$ cat config.mk
export PLATFORM = sky130hd
export DESIGN_NAME = hspm_pin_mux
export DESIGN_NICKNAME = d
export VERILOG_FILES = /design/src/shared/hspm_pkg.sv /design/src/core/hspm_pin_mux.sv
export SDC_FILE = /design/constraint.sdc
export NUM_CORES = 1
export LEC_CHECK = 0
export BUFFER_PORTS_ARGS = -buffer_cell sky130_fd_sc_hd__buf_2
export CAP_MARGIN = 30
export CORE_MARGIN = 2
export CORE_UTILIZATION = 45
export CTS_CLUSTER_DIAMETER = 200
export DETAILED_ROUTE_END_ITERATION = 10
export HOLD_SLACK_MARGIN = 0.02
export PLACE_DENSITY = 0.8
export SETUP_SLACK_MARGIN = 0.02
export SLEW_MARGIN = 20
export SYNTH_ARGS = -nofsm -noshare
export SYNTH_HDL_FRONTEND = slang
export SYNTH_SLANG_ARGS = --single-unit
$ cat constraint.sdc
create_clock -name mclk -period 2.7 [get_ports mclk]
set_input_delay 0.54 -clock mclk [delete_from_list [all_inputs] [get_ports mclk]]
set_output_delay 0.54 -clock mclk [all_outputs]
set_load 0.005 [all_outputs]
$ cat src/shared/hspm_pkg.sv
// Purpose: constants and carriers for the host/serial pin mux and straps
// Assumes: one clock, wishbone classic register access
// Notes: register offsets are byte addresses of 32-bit words
package hspm_pkg;
  localparam logic [7:0] HSPM_OFF_CONFIG_REG_16 = 8'h00;
  localparam logic [7:0] HSPM_OFF_CONFIG_REG_2C = 8'h04;
  localparam logic [7:0] HSPM_OFF_CONFIG_REG_2E = 8'h08;
  localparam logic [7:0] HSPM_OFF_CONFIG_REG_31 = 8'h0C;
  localparam logic [7:0] HSPM_OFF_HSIR = 8'h10;
  localparam logic [7:0] HSPM_OFF_PNP = 8'h14;
  localparam logic [7:0] HSPM_OFF_STAT = 8'h18;
  localparam int HSPM_BIT_CFGPORT = 0;
  localparam int HSPM_BIT_PNPDEF = 2;
  localparam int HSPM_BIT_GPIOIRQ = 4;
  localparam int HSPM_BIT_FULLDEC = 6;
  localparam int HSPM_BIT_PRNDET = 7;
  localparam int HSPM_BIT_SIRQMODE = 2;
  localparam int HSPM_BIT_CLKSEL = 0;
  localparam int HSPM_BIT_STRAPFD = 6;
  localparam int HSPM_BIT_IRDIR = 0;
  localparam int HSPM_BIT_IRFUNC = 1;
  localparam logic [7:0] HSPM_RST_CONFIG_REG_16 = 8'h00;
  localparam logic [7:0] HSPM_RST_CONFIG_REG_2C = 8'h00;
  localparam logic [7:0] HSPM_RST_CONFIG_REG_2E = 8'h00;
  localparam logic [7:0] HSPM_RST_CONFIG_REG_31 = 8'h00;
  localparam logic [7:0] HSPM_RST_HSIR = 8'h00;
  localparam logic [7:0] HSPM_RST_PNP = 8'h00;
  localparam logic [15:0] HSPM_CFG_PORT_LOW = 16'h0250;
  localparam logic [15:0] HSPM_CFG_PORT_HIGH = 16'h03F0;
  localparam logic [31:0] HSPM_UNMAPPED = 32'h0000_0000;

  typedef struct packed {
    logic dsr;
    logic dcd;
    logic ri;
    logic cts;
  } hspm_modem_in_t;

  typedef struct packed {
    logic dtr;
    logic rts;
  } hspm_modem_out_t;

  typedef enum logic [1:0] {
    HSPM_ST_RESET = 2'b00,
    HSPM_ST_CAPTURE = 2'b01,
    HSPM_ST_RUN = 2'b10
  } hspm_state_t;
endpackage

$ cat src/core/hspm_pin_mux.sv
// Purpose: pin-function selection and strap capture for host and serial pins
// Assumes: inputs synchronous to mclk; master reset held high resets the block
// Notes: uart/floppy/printer/ir internals live elsewhere; this block only steers pins
// Function
// printer sense high routes printer, low floppy
// printer detect enable bit gates sense input
// gpio/irq select chooses irq outputs or gpio
// serial irq mode drives serial interrupt pin
// serial irq mode takes pci clock input
// software matches clock select to reference clock
// full decode low turns modem pins into address
// uart A output strap loads full-decode default
// config port strap selects 250h or 3F0h
// pnp default strap loads its default bit
// gpio/irq strap loads select default bit
// terminal count from host ends dma transfer
// smi low on acpi-class power events
// acpi irq placed on pnp-selected line
// fast ir pin direction from ir register
// low data-set-ready means modem ready
// low carrier-detect means carrier present
// low ring-indicator means ring arriving
// drive data-terminal-ready low when ready
// drive request-to-send low when ready
// uart B output carries ir transmit
// uart B input used as ir receive
// master reset active high resets device
// straps captured at reset release, then held
//
// The placing of the registers and register access over Wishbone were left to the implementer.
module hspm_pin_mux
  import hspm_pkg::*;
#(
  parameter int IRQ_LINES = 8
) (
  input wire logic mclk,
  input wire logic rst_n,
  input wire logic master_reset,
  input wire logic [7:0] wb_adr_i,
  input wire logic [31:0] wb_dat_i,
  output logic [31:0] wb_dat_o,
  input wire logic wb_we_i,
  input wire logic [3:0] wb_sel_i,
  input wire logic wb_cyc_i,
  input wire logic wb_stb_i,
  output logic wb_ack_o,
  input wire logic strap_full_decode,
  input wire logic strap_config_port_select,
  input wire logic strap_pnp_default,
  input wire logic strap_gpio_irq_select,
  input wire logic printer_not_floppy_sense,
  output logic printerSelected,
  output logic floppySelected,
  input wire logic irqRequestA,
  input wire logic irqRequestB,
  input wire logic [1:0] gpioOut,
  input wire logic [1:0] gpioOe,
  output logic irqPinA,
  output logic irqPinB,
  output logic gpio_line_0,
  output logic gpio_line_1,
  output logic irqPinAOe_n,
  output logic irqPinBOe_n,
  input wire logic parallelIrq,
  input wire logic serialIrqData,
  output logic serial_interrupt_out,
  output logic parallelIrqOut,
  input wire logic pciClkPin,
  output logic pciClkTick,
  input wire logic [3:0] modemAddrPins,
  output logic [15:12] sysAddrHigh,
  output logic fullDecodeActive,
  output logic [15:0] configPortAddr,
  input wire logic terminal_count,
  input wire logic dmaActive,
  output logic dmaEnd,
  input wire logic pmEvent,
  output logic system_mgmt_irq_n,
  output logic [IRQ_LINES-1:0] acpiIrqLines,
  input wire logic fastIrPinIn,
  input wire logic irModeSel0,
  output logic fast_ir_receive,
  output logic fastIrPinOut,
  output logic fastIrPinOe_n,
  input wire hspm_modem_in_t modemPinsA,
  input wire hspm_modem_in_t modemPinsB,
  output hspm_modem_in_t modemStatA,
  output hspm_modem_in_t modemStatB,
  input wire hspm_modem_out_t modemReqA,
  input wire hspm_modem_out_t modemReqB,
  output hspm_modem_out_t modemPinsOutA,
  output hspm_modem_out_t modemPinsOutB,
  input wire logic uartBTxData,
  input wire logic irTxData,
  input wire logic uart_b_serial_in,
  output logic uart_b_serial_out,
  output logic uartBRxData,
  output logic ir_receive_shared
);
  logic [7:0] config_reg_16_ff, nxt_config_reg_16;
  logic [7:0] config_reg_2c_ff, nxt_config_reg_2c;
  logic [7:0] config_reg_2e_ff, nxt_config_reg_2e;
  logic [7:0] config_reg_31_ff, nxt_config_reg_31;
  logic [7:0] hsir_ff, nxt_hsir;
  logic [7:0] pnp_ff, nxt_pnp;
  logic ack_ff;
  logic [31:0] rdat_ff;
  logic pciClkPrev_ff;
  logic smiN_ff;
  logic dmaEnd_ff;
  hspm_state_t state_ff, nxt_state;
  logic resetAct;
  logic wrStrobe, rdStrobe;
  logic [31:0] rdMux;
  logic printerDetEn, gpioMode, serialMode, fullDecode, irOutMode, irFunc;

  function automatic logic [7:0] merge_byte(input logic [7:0] old, input logic [7:0] wd,
                                            input logic lane);
    merge_byte = lane ? wd : old;
  endfunction

  // either reset input holds everything in reset
  assign resetAct = !rst_n || master_reset;

  assign wrStrobe = wb_cyc_i && wb_stb_i && wb_we_i && !ack_ff && state_ff == HSPM_ST_RUN;
  assign rdStrobe = wb_cyc_i && wb_stb_i && !wb_we_i && !ack_ff;

  // state walk: reset -> capture straps once -> run
  always_comb begin
    unique case (state_ff)
      HSPM_ST_RESET: nxt_state = HSPM_ST_CAPTURE;
      HSPM_ST_CAPTURE: nxt_state = HSPM_ST_RUN;
      HSPM_ST_RUN: nxt_state = HSPM_ST_RUN;
      default: nxt_state = HSPM_ST_RESET;
    endcase
  end

  always_comb begin
    nxt_config_reg_16 = config_reg_16_ff;
    nxt_config_reg_2c = config_reg_2c_ff;
    nxt_config_reg_2e = config_reg_2e_ff;
    nxt_config_reg_31 = config_reg_31_ff;
    nxt_hsir = hsir_ff;
    nxt_pnp = pnp_ff;
    if (state_ff == HSPM_ST_CAPTURE) begin
      // straps sampled once at release, so later pin use cannot disturb them
      nxt_config_reg_2e[HSPM_BIT_STRAPFD] = strap_full_decode;
      nxt_config_reg_16[HSPM_BIT_CFGPORT] = strap_config_port_select;
      nxt_config_reg_16[HSPM_BIT_PNPDEF] = strap_pnp_default;
      nxt_config_reg_16[HSPM_BIT_GPIOIRQ] = strap_gpio_irq_select;
      // full decode (active low) defaults from the uart A strap as well
      nxt_config_reg_16[HSPM_BIT_FULLDEC] = strap_full_decode;
    end else if (wrStrobe && wb_sel_i[0]) begin
      unique case (wb_adr_i)
        HSPM_OFF_CONFIG_REG_16: nxt_config_reg_16 = merge_byte(config_reg_16_ff, wb_dat_i[7:0], 1'b1);
        HSPM_OFF_CONFIG_REG_2C: nxt_config_reg_2c = merge_byte(config_reg_2c_ff, wb_dat_i[7:0], 1'b1);
        HSPM_OFF_CONFIG_REG_2E: nxt_config_reg_2e = merge_byte(config_reg_2e_ff, wb_dat_i[7:0], 1'b1);
        HSPM_OFF_CONFIG_REG_31: nxt_config_reg_31 = merge_byte(config_reg_31_ff, wb_dat_i[7:0], 1'b1);
        HSPM_OFF_HSIR: nxt_hsir = merge_byte(hsir_ff, wb_dat_i[7:0], 1'b1);
        HSPM_OFF_PNP: nxt_pnp = merge_byte(pnp_ff, wb_dat_i[7:0], 1'b1);
        default: nxt_pnp = pnp_ff;
      endcase
    end
  end

  always_ff @(posedge mclk) begin
    if (resetAct) begin
      state_ff <= HSPM_ST_RESET;
      config_reg_16_ff <= HSPM_RST_CONFIG_REG_16;
      config_reg_2c_ff <= HSPM_RST_CONFIG_REG_2C;
      config_reg_2e_ff <= HSPM_RST_CONFIG_REG_2E;
      config_reg_31_ff <= HSPM_RST_CONFIG_REG_31;
      hsir_ff <= HSPM_RST_HSIR;
      pnp_ff <= HSPM_RST_PNP;
    end else begin
      state_ff <= nxt_state;
      config_reg_16_ff <= nxt_config_reg_16;
      config_reg_2c_ff <= nxt_config_reg_2c;
      config_reg_2e_ff <= nxt_config_reg_2e;
      config_reg_31_ff <= nxt_config_reg_31;
      hsir_ff <= nxt_hsir;
      pnp_ff <= nxt_pnp;
    end
  end

  // read mux; the status word reflects live printer/floppy select, the mode bits and state
  always_comb begin
    unique case (wb_adr_i)
      HSPM_OFF_CONFIG_REG_16: rdMux = {24'h000000, config_reg_16_ff};
      HSPM_OFF_CONFIG_REG_2C: rdMux = {24'h000000, config_reg_2c_ff};
      HSPM_OFF_CONFIG_REG_2E: rdMux = {24'h000000, config_reg_2e_ff};
      HSPM_OFF_CONFIG_REG_31: rdMux = {24'h000000, config_reg_31_ff};
      HSPM_OFF_HSIR: rdMux = {24'h000000, hsir_ff};
      HSPM_OFF_PNP: rdMux = {24'h000000, pnp_ff};
      HSPM_OFF_STAT: rdMux = {24'h000000, printerSelected, floppySelected,
                              fullDecodeActive, serialMode, gpioMode, irOutMode,
                              state_ff};
      default: rdMux = HSPM_UNMAPPED;
    endcase
  end

  // one wait state: ack one cycle after the request, dropped the next
  always_ff @(posedge mclk) begin
    if (resetAct) begin
      ack_ff <= 1'b0;
      rdat_ff <= 32'h0000_0000;
    end else begin
      ack_ff <= wb_cyc_i && wb_stb_i && !ack_ff;
      rdat_ff <= rdStrobe ? rdMux : rdat_ff;
    end
  end
  assign wb_ack_o = ack_ff;
  assign wb_dat_o = rdat_ff;

  assign printerDetEn = config_reg_16_ff[HSPM_BIT_PRNDET];
  assign gpioMode = config_reg_16_ff[HSPM_BIT_GPIOIRQ];
  assign fullDecode = !config_reg_16_ff[HSPM_BIT_FULLDEC];
  assign serialMode = config_reg_31_ff[HSPM_BIT_SIRQMODE];
  assign irOutMode = hsir_ff[HSPM_BIT_IRDIR];
  assign irFunc = hsir_ff[HSPM_BIT_IRFUNC];

  // without detect enable the port stays a printer
  assign printerSelected = !printerDetEn || printer_not_floppy_sense;
  assign floppySelected = !printerSelected;

  assign irqPinA = irqRequestA;
  assign irqPinB = irqRequestB;
  assign gpio_line_1 = gpioOut[1];
  assign gpio_line_0 = gpioOut[0];
  assign irqPinAOe_n = gpioMode ? !gpioOe[1] : 1'b0;
  assign irqPinBOe_n = gpioMode ? !gpioOe[0] : 1'b0;

  assign serial_interrupt_out = serialMode ? serialIrqData : 1'b1;
  assign parallelIrqOut = serialMode ? 1'b0 : parallelIrq;

  // pci clock sampled as data; tick marks its rising edge in serial mode
  always_ff @(posedge mclk) begin
    if (resetAct) begin
      pciClkPrev_ff <= 1'b0;
    end else begin
      pciClkPrev_ff <= pciClkPin;
    end
  end
  assign pciClkTick = serialMode && pciClkPin && !pciClkPrev_ff;

  assign fullDecodeActive = fullDecode;
  assign sysAddrHigh = fullDecode ? modemAddrPins : 4'h0;
  assign configPortAddr = config_reg_16_ff[HSPM_BIT_CFGPORT] ? HSPM_CFG_PORT_HIGH
                                                    : HSPM_CFG_PORT_LOW;

  always_ff @(posedge mclk) begin
    if (resetAct) begin
      dmaEnd_ff <= 1'b0;
      smiN_ff <= 1'b1;
    end else begin
      dmaEnd_ff <= terminal_count && dmaActive;
      smiN_ff <= !pmEvent;
    end
  end
  assign dmaEnd = dmaEnd_ff;
  assign system_mgmt_irq_n = smiN_ff;

  // pnp register low bits pick the line; zero means no line
  always_comb begin
    acpiIrqLines = '0;
    for (int i = 1; i < IRQ_LINES; i++) begin
      if (pnp_ff[3:0] == 4'(i)) begin
        acpiIrqLines[i] = pmEvent;
      end
    end
  end

  assign fast_ir_receive = irOutMode ? 1'b0 : fastIrPinIn;
  assign fastIrPinOut = irModeSel0;
  assign fastIrPinOe_n = !irOutMode;

  // pins are active low; status shows asserted as 1
  assign modemStatA = ~modemPinsA;
  assign modemStatB = ~modemPinsB;
  assign modemPinsOutA = ~modemReqA;
  assign modemPinsOutB = ~modemReqB;

  assign uart_b_serial_out = irFunc ? irTxData : uartBTxData;
  assign ir_receive_shared = irFunc ? uart_b_serial_in : 1'b1;
  assign uartBRxData = irFunc ? 1'b1 : uart_b_serial_in;

  a_strap_hold: assert property (@(posedge mclk) disable iff (resetAct)
    (state_ff == HSPM_ST_RUN && !wrStrobe) |=> $stable(config_reg_16_ff[HSPM_BIT_GPIOIRQ]))
    else $error("gpio select changed without a write");
  a_strap_load: assert property (@(posedge mclk) disable iff (resetAct)
    state_ff == HSPM_ST_CAPTURE |=> config_reg_16_ff[HSPM_BIT_GPIOIRQ] == $past(strap_gpio_irq_select))
    else $error("gpio strap not loaded");
  a_cfg_strap: assert property (@(posedge mclk) disable iff (resetAct)
    state_ff == HSPM_ST_CAPTURE ##1 !config_reg_16_ff[HSPM_BIT_CFGPORT] |-> configPortAddr == 16'h0250)
    else $error("config port wrong");
  a_printer_route: assert property (@(posedge mclk) disable iff (resetAct)
    (printerDetEn && !printer_not_floppy_sense) |-> floppySelected)
    else $error("floppy route missed");
  a_irq_mode: assert property (@(posedge mclk) disable iff (resetAct)
    !gpioMode |-> (!irqPinAOe_n && irqPinA == irqRequestA))
    else $error("irq pin not driven");
  a_serial_irq: assert property (@(posedge mclk) disable iff (resetAct)
    serialMode |-> (serial_interrupt_out == serialIrqData && !parallelIrqOut))
    else $error("serial irq not routed");
  a_dma_end: assert property (@(posedge mclk) disable iff (resetAct)
    (terminal_count && dmaActive) |=> dmaEnd)
    else $error("terminal count ignored");
  a_smi_low: assert property (@(posedge mclk) disable iff (resetAct)
    pmEvent |=> !system_mgmt_irq_n)
    else $error("smi not low");
  a_ir_dir: assert property (@(posedge mclk) disable iff (resetAct)
    irOutMode |-> (!fastIrPinOe_n && fastIrPinOut == irModeSel0))
    else $error("ir pin direction wrong");
  a_wb_ack: assert property (@(posedge mclk) disable iff (resetAct)
    (wb_cyc_i && wb_stb_i && !ack_ff) |=> wb_ack_o ##1 !wb_ack_o)
    else $error("ack timing wrong");
endmodule

* Word-level counts from Yosys, hierarchy flattened
Cells that the tools add are included.
Storage, ports and cells: register bits 86, input port bits 88, output and inout bits 93, word-level logic and storage cells 100
Operators by class: eq/ne operators 15, multiplexer cells 28, bitwise operators 5, reduce and logical (&&, ||, !) cells 38
Operators by type and width (number):
- 8-bit one-hot mux with 7 select lines | 1
- 7-bit two-way mux | 4
- 8-bit by 5-bit equality test with 1-bit output (second input constant) | 3
- 1-bit two-way mux | 20
- 3-bit AND reduction | 6
- 4-bit by 3-bit equality test with 1-bit output (second input constant) | 4
- 8-bit by 4-bit equality test with 1-bit output (second input constant) | 2
- 1-bit logical AND | 11
- 1-bit zero test | 11
- 9-bit two-way mux | 1
- 4-bit by 2-bit equality test with 1-bit output (second input constant) | 2
- 8-bit by 3-bit equality test with 1-bit output (second input constant) | 1
- 8-bit zero test | 1
- 4-bit inverter | 2
- 2-bit nonzero test | 3
- 4-bit by 1-bit equality test with 1-bit output (second input constant) | 1
- 4-bit two-way mux | 1
- 2-bit inverter | 2
- 2-bit one-hot mux with 2 select lines | 1
- 2-bit AND reduction | 2
- 2-bit by 1-bit equality test with 1-bit output (second input constant) | 1
- 2-bit equality test (second input constant) | 1
- 2-bit zero test | 1
- 1-bit logical OR | 2
- 2 further kinds | 2

* Depth between registers and ports, before layout
Gate-level depths: netlist of the first run.
word-level depth 7, gate-level depth with buffers 8, depth with buffers taken out 7

* Worst setup path after synthesis of the first run
Ideal clock, no wire load.
path kind input to register, from input wb_adr_i[5], to register hsir_ff[5], library setup time 0.128 ns, arrival 2.078 ns, data required time 2.572 ns, setup slack 0.494 ns, cell stages on the path 6, path buffers 1, cells stage by stage or3_4 -> or4_4 -> or3_1 -> buf_6 -> mux2i_1 -> nor2_1
On the way: word-level cells in the longest chain between the ends 2
RTL lines:
- from (decl) | line hspm_pin_mux.sv:39 | input wire logic [7:0] wb_adr_i,
- 8-bit by 5-bit equality test with 1-bit output | line hspm_pin_mux.sv:154 | unique case (wb_adr_i)
- 3-bit AND reduction (no line)
- to (signal assigned) | line hspm_pin_mux.sv:181 | hsir_ff <= nxt_hsir;
- to (decl) | line hspm_pin_mux.sv:104 | logic [7:0] hsir_ff, nxt_hsir;
No other way between the ends. A chain may end at the register's enable or synchronous reset.

* Worst setup path after layout of the first run
from register state_ff[1], to register hsir_ff[7]
On the way: word-level cells in the longest chain between the ends 4, elaborated cells between the ends (all ways) 6, classes of those cells eq/ne: 2; bitwise: 1; reduce/logical: 3
RTL lines:
- from (decl) | line hspm_pin_mux.sv:111 | hspm_state_t state_ff, nxt_state;
- from (signal assigned) | line hspm_pin_mux.sv:176 | state_ff <= nxt_state;
- 2-bit equality test | line hspm_pin_mux.sv:125 | assign wrStrobe = wb_cyc_i && wb_stb_i && wb_we_i && !ack_ff && state_ff == HSPM_ST_RUN;
- 1-bit logical AND | line hspm_pin_mux.sv:125
- 1-bit logical AND | line hspm_pin_mux.sv:153 | end else if (wrStrobe && wb_sel_i[0]) begin
- 3-bit AND reduction (no line) *
Every way passes the cells marked *; elsewhere a longest branch is shown, timed or not.

==> summary.md, run 1 <==
| Metric | Value |
|---|---|
| Outcome | `complete, no violations` |
| Max-slew headroom | `0.5980` |
| Post-detailed-routing wire length | `7.995 mm` |
| Setup violations, final | `0` |
| CTS Hold Bufs | `0` |
| PortBufs | `105` |
| Gr usage total | `0.1968` |
| CP startpoint kind | `flip-flop` |
| Worst slew pin tran | `0.5878 ns` |
| TritonRoute pass-1 iters | `4` |
| Worst min-delay path class | `in -> reg` |
| Unrepaired setup endpoints after global routing | `false` |
| CP peak stage delay | `0.61 ns` |
| Fmax | `442.8 MHz` |
| Worst EP arrival | `2.48 ns` |
| Hold path start | `pmEvent` |
| MaxCap Viol Count | `0` |
| First-pass GRT wire length | `12.88 mm` |
| Hold depth | `2` |
| Number of synthesized flops with an enable pin | `0` |
| Placed cell count | `578` |
| DR iter-0 viols | `168` |
| CTS H-Tree Depth | `3` |
| R2r startpoint | `state_ff[1]` |
| Int Pwr | `1.532 mW` |
| Finished Core Util | `0.5463` |
| Vias | `2954` |
| Peak supply drop | `0.0002858 V` |
| Postcts setup bufs | `0` |
| Syn Area/Cell | `8.524 µm²` |
| Via density per instance | `4.973` |
| Reg clk slew, reported paths | `0.07 ns` |
| Comb pwr share | `0.087` |
| Highest-delay cell along the critical path | `or3_1` |
| Root Driver | `clkbuf_8` |
| P_sw | `0.4538 mW` |
| Clock sinks | `62` |
| Final period util | `0.8364` |
| Leak Pwr | `1.868 nW` |
| Worst Clk Skew | `0.007725 ns` |
| Crit. End Element | `flip-flop` |
| Antenna violations before repair | `0` |
| Critical Path Fanout Max | `8` |
| Mapped Area | `3367 µm²` |
| Post-synth cell types | `45` |
| Nets@finish | `581` |
| Worst path cell trace | `inv_1, ha_1, or4_4, or3_1, mux2i_1, nor2_1` |
| Sequential element share of the synthesized area | `0.3686` |
| CP required | `2.92 ns` |
| Die Footprint | `8190 µm²` |
| Yosys warns | `0` |
| Hold_ws | `0.3958 ns` |
| Slew Limit Fails | `0` |
| Pwr Density | `501.2 nW/µm²` |
| Sequential power share | `0.466` |
| Mapped Cells | `395` |
| Starting Density | `0.4642` |
| Die width | `90.50 µm` |
| Die Y | `90.50 µm` |
| CTS tree | `yes` |
| Clock network power share | `0.447` |
| Share of post-route cells with drive strength above 1 | `0.2788` |
| Routability cong. | `0.8882` |
| Largest net degree at the start of global routing | `45` |
| CP Launch Point | `state_ff[1]` |
| Yosys reg bits | `62` |
| Antenna Cells | `0` |
| WL/cell | `13.46 µm` |
| Pre-CTS WS | `0.1050 ns` |
| IO Pins | `181` |
| CTS Buffer Depth | `2` |
| DRC violations left | `0` |
| CP Class | `reg -> reg` |
| FF-to-FF path depth | `6` |
| Sw Ratio | `0.2285` |
| Row cnt | `31` |
| Final ANT Viol Nets | `0` |
| Core region area | `7253 µm²` |
| CP Capture Point | `hsir_ff[7]` |
| Worst-skew pair later-pin latency | `0.34 ns` |
| # resized after CTS | `0` |
| Gr ovfl total | `0` |
| FF-to-FF setup slack | `0.44 ns` |
| Area Overhead vs Synth | `17.69%` |
| Commonest register cell after synthesis | `dfxtp_1` |
| Hpwl dp | `6.074 mm` |
| Final Hold Fails | `0` |
| Vias in the first global route | `2671` |
| Finished Layout Cells | `594` |
| Min Tclk post-route | `2.258 ns` |
| Total negative slack | `0 ns` |
| Asr flop ratio synth | `0` |
| Reg-to-Reg End | `hsir_ff[7]` |
| TritonCTS Buffers | `9` |
| PnR worst setup slack | `0.4417 ns` |
kinds of logic (layout without fill, tap and decap cells):
| family | Yosys count | after routing | synth area share |
|---|---|---|---|
| simple gates | 147 | 147 | 0.2233 |
| other cells | 2 | 38 | 0.002230 |
| compound gates | 56 | 56 | 0.1115 |
| mux | 43 | 43 | 0.1286 |
| flops | 62 | 62 | 0.3686 |
| buf+inv | 82 | 146 | 0.1546 |
| fa+ha+maj | 3 | 3 | 0.01115 |
worst max-delay path, delay by kind of cell (launching register included):
kind / cells / cell delay, ns
AND/OR/NAND/NOR: 3 / 1.25
flip-flops: 1 / 0.35
adder cells (fa/ha/maj): 1 / 0.21
multiplexers: 1 / 0.25
buffers and inverters: 1 / 0.07
metrics by stage:
step	power [mW]	cell area, µm²
2_1_floorplan	1.077	3502
3_3_place_gp	1.113	3747
3_5_place_dp	1.117	3747
4_1_cts	1.999	3963
5_1_grt	2.055	3963
6_report	1.986	3963
area by class of cell:
type                    instances  area (µm²)
fillers                       694        3291
well taps                      99       123.9
clock inverters                 4       70.07
clock buffers                  12       145.1
inverters                      19       71.32
repair buffers                111       570.5
flip-flops and latches         62        1241
multi-input cells             287        1740
registers in the layout (all words and copies together) (netlist names):
name               flops
config_reg_2e_ff       8
dmaEnd                 1
pciClkPrev_ff          1
config_reg_2c_ff       8
state_ff               2
config_reg_16_ff       8
hsir_ff                8
wb_dat_o               8
pnp_ff                 8
config_reg_31_ff       8
wb_ack_o               1
system_mgmt_irq_n      1
layer usage:
layer  GRT usage  vias up  part of all wire  wire length [µm]
li1            -     1455                 -                 -
met1      0.2450     1327              0.42              3374
met2      0.3215      157              0.47              3727
met4     0.05897        0             0.014               115
met5           0        -                 0                 0
met3     0.06761       15             0.097               778
power groups by stage:
stage | sequential (mW) | combinational [mW] | clock [mW]
final | 0.925 | 0.173 | 0.888
after global routing | 0.925 | 0.193 | 0.937
after CTS | 0.925 | 0.172 | 0.902
after detailed placement | 0.945 | 0.172 | 0
after global placement | 0.945 | 0.168 | 0
after floorplan | 0.944 | 0.133 | 0
layout by cell type, fill, tap and decap left out, drive strengths merged, types with 3 or more instances in the layout:
cell,synthesis,final
nor4,3,3
a22oi,12,12
o21ai,13,13
nor3b,3,3
or4,3,3
o2bb2ai,3,3
nand2,32,32
nor2b,12,12
or3,3,3
dfxtp,62,62
and3,3,3
a211oi,5,5
nand3,3,3
buf,49,111
ha,3,3
conb,2,38
mux2i,41,41
or2,3,3
and2,5,5
nor2,51,51
o22ai,3,3
nand2b,5,5
a21oi,10,10
clkbuf,14,12
inv,19,19
a22o,3,3
nor3,15,15
Yosys cell counts (3+ instances only):
cell type,n,share of area
and3_1,3,0.0056
or2_2,3,0.0056
mux2i_1,41,0.12
clkbuf_1,11,0.012
nand2_1,32,0.036
o22ai_1,3,0.0056
a22oi_1,12,0.027
nor3_1,13,0.019
a21oi_1,10,0.015
nor2b_1,12,0.022
ha_1,3,0.011
inv_1,19,0.021
o2bb2ai_1,3,0.0078
dfxtp_1,62,0.37
nor3b_1,3,0.0067
nor2_1,51,0.057
clkbuf_8,3,0.012
nor4_1,3,0.0056
o21ai_0,13,0.019
and2_1,5,0.0093
a211oi_1,5,0.011
nand2b_1,5,0.0093
nand3_1,3,0.0045
buf_4,46,0.10
a22o_1,3,0.0078
worst min-delay path by stage:
stage / to
after floorplan: pnp_ff[5]
final: system_mgmt_irq_n
after global routing: system_mgmt_irq_n
after detailed placement: wb_dat_o[0]
after CTS: system_mgmt_irq_n
after global placement: wb_dat_o[4]
Note: power is estimated with default switching activity, not from simulation.
==> run 2, diff against run 1 <==
Settings changed: CORE_UTILIZATION 45 to 41, PLACE_DENSITY 0.8 to 0.77.
Clock period 2.7 ns to 2.05 ns, I/O delays scaled along.
==> run 2 against run 1 <==
Effect of this change:
- clock-buffer cell count did not move
- clock skew fell by 0.0025 ns
- via count rose by 3.7%
- hold slack got worse by 0.13 ns
- sequential cell count did not move
- sequential share of layout area fell by 1.8 points
- critical path depth rose by 1
- utilization fell by 2.6 points
- total power rose by 20%
- critical path type unchanged
- critical endpoint is now config_reg_2e_ff[3]
- highest routed layer unchanged
==> summary.md, run 2 (synthesized netlist as in run 1, its figures left out) <==
| Metric | Value |
|---|---|
| CTS tree | `yes` |
| Worst min-delay path class | `in -> reg` |
| Gr ovfl total | `0` |
| Most common library cell in the layout ignoring fill and taps | `buf_2` |
| Largest net degree at the start of global routing | `35` |
| Fmax | `497.2 MHz` |
| Root Driver | `clkbuf_8` |
| Die Footprint | `8953 µm²` |
| Postcts setup bufs | `0` |
| Int Pwr | `1.794 mW` |
| WL/cell | `13.05 µm` |
| Gr usage total | `0.1897` |
| Final Hold Fails | `0` |
| Post-detailed-routing wire length | `8.236 mm` |
| Antenna violations before repair | `0` |
| Comb pwr share | `0.109` |
| Routability cong. | `0.8812` |
| PnR worst setup slack | `0.03880 ns` |
| Critical Path Fanout Max | `5` |
| Die width | `94.62 µm` |
| Via density per instance | `4.856` |
| Starting Density | `0.4160` |
| MaxCap Viol Count | `0` |
| Pwr Density | `567.9 nW/µm²` |
| Outcome | `complete, no violations` |
| Final ANT Viol Nets | `0` |
| Clock sinks | `62` |
| Clock network power share | `0.381` |
| Hpwl dp | `6.460 mm` |
| P_sw | `0.5987 mW` |
| IO Pins | `181` |
| Sequential power share | `0.509` |
| Reg clk slew, reported paths | `0.06 ns` |
| Vias | `3064` |
| Crit. End Element | `flip-flop` |
| Setup violations, final | `0` |
| First-pass GRT wire length | `13.08 mm` |
| Die Y | `94.62 µm` |
| CP startpoint kind | `flip-flop` |
| DR iter-0 viols | `118` |
| Worst-skew pair later-pin latency | `0.35 ns` |
| Worst EP arrival | `2.24 ns` |
| FILL cells | `805` |
| CP Class | `reg -> reg` |
| Commonest non-fill, non-tap cells in the layout | `105 x buf_2, 59 x dfxtp_1, 51 x nor2_1` |
| Final period util | `0.9811` |
| CP required | `2.28 ns` |
| Antenna Cells | `0` |
| Core region area | `8093 µm²` |
| Area Overhead vs Synth | `25.16%` |
| TritonRoute pass-1 iters | `4` |
| Vias in the first global route | `2707` |
| Min Tclk post-route | `2.011 ns` |
| Finished Core Util | `0.5207` |
| Nets@finish | `612` |
| Sw Ratio | `0.2502` |
| PortBufs | `105` |
| Share of post-route cells with drive strength above 1 | `0.3384` |
| Peak supply drop | `0.0003577 V` |
| Unrepaired setup endpoints after global routing | `true` |
| TritonCTS Buffers | `9` |
| Pre-CTS WS | `-0.1887 ns` |
| Leak Pwr | `2.010 nW` |
| CTS H-Tree Depth | `3` |
| Slew Limit Fails | `0` |
| Worst Clk Skew | `0.005267 ns` |
| CTS Buffer Depth | `2` |
| Row cnt | `33` |
| DRC violations left | `0` |
run 2: area by class of cell:
type	count	area, µm²	area share
repair buffers	142	839.6	0.1992
inverters	19	71.32	0.01692
clock buffers	12	145.1	0.03444
well taps	105	131.4	0.03118
multi-input cells	287	1759	0.4175
clock inverters	4	22.52	0.005344
flip-flops and latches	62	1245	0.2954
run 2: per-stage QoR:
stage / hold slack, ns / setup TNS (ns) / instance area (µm²) / power (mW) / instances
floorplan: 0.4258 / -0.4333 / 3502 / 1.419 / 431
global placement: 0.4353 / -3.730 / 4020 / 1.496 / 616
detailed placement: 0.4398 / -4.164 / 4020 / 1.502 / 616
CTS: 0.2547 / 0 / 4204 / 2.415 / 632
global route: 0.2607 / -0.1596 / 4214 / 2.513 / 631
finish: 0.2664 / 0 / 4214 / 2.393 / 631
run 2: power by group through the flow:
stage | sequential, mW | combinational [mW] | clock (mW)
finish | 1.22 | 0.261 | 0.912
global route | 1.22 | 0.294 | 1.00
CTS | 1.22 | 0.258 | 0.939
detailed placement | 1.24 | 0.257 | 0
global placement | 1.24 | 0.252 | 0
floorplan | 1.24 | 0.175 | 0
run 2: per-layer routing:
layer	GRT usage	up-vias	part of all wire
met5	0	-	0
met4	0.06643	0	0.018
met3	0.04948	16	0.097
met2	0.3126	140	0.48
met1	0.2395	1391	0.41
li1	-	1517	-
run 2: final timing paths:
check	slack, ns	startpoint	endpoint	cells after the start
min	0.27	pmEvent	system_mgmt_irq_n	2
max reg2reg	0.04	wb_ack_o	config_reg_2e_ff[3]	7
max	0.04	wb_ack_o	config_reg_2e_ff[3]	7
min reg2reg	0.45	wb_dat_o[1]	wb_dat_o[1]	2
run 2: timing repair:
| item | 4_1_cts | 5_1_grt |
|---|---|---|
| gates resized for setup | 5 | 8 |
| endpoints found under the hold margin | 0 | 0 |
| setup endpoints to repair | 11 | 24 |
| hold buffers | 0 | 0 |
| pin swaps | 1 | 7 |
run 2: worst max-delay path, cell delays in order, from the launching register on:
cell and delay, ns:
dfxtp_2 0.31, nand3b_1 0.25, or4_4 0.57, buf_6 0.14
nor3_4 0.21, buf_6 0.16, mux2i_1 0.18, nor2_1 0.07
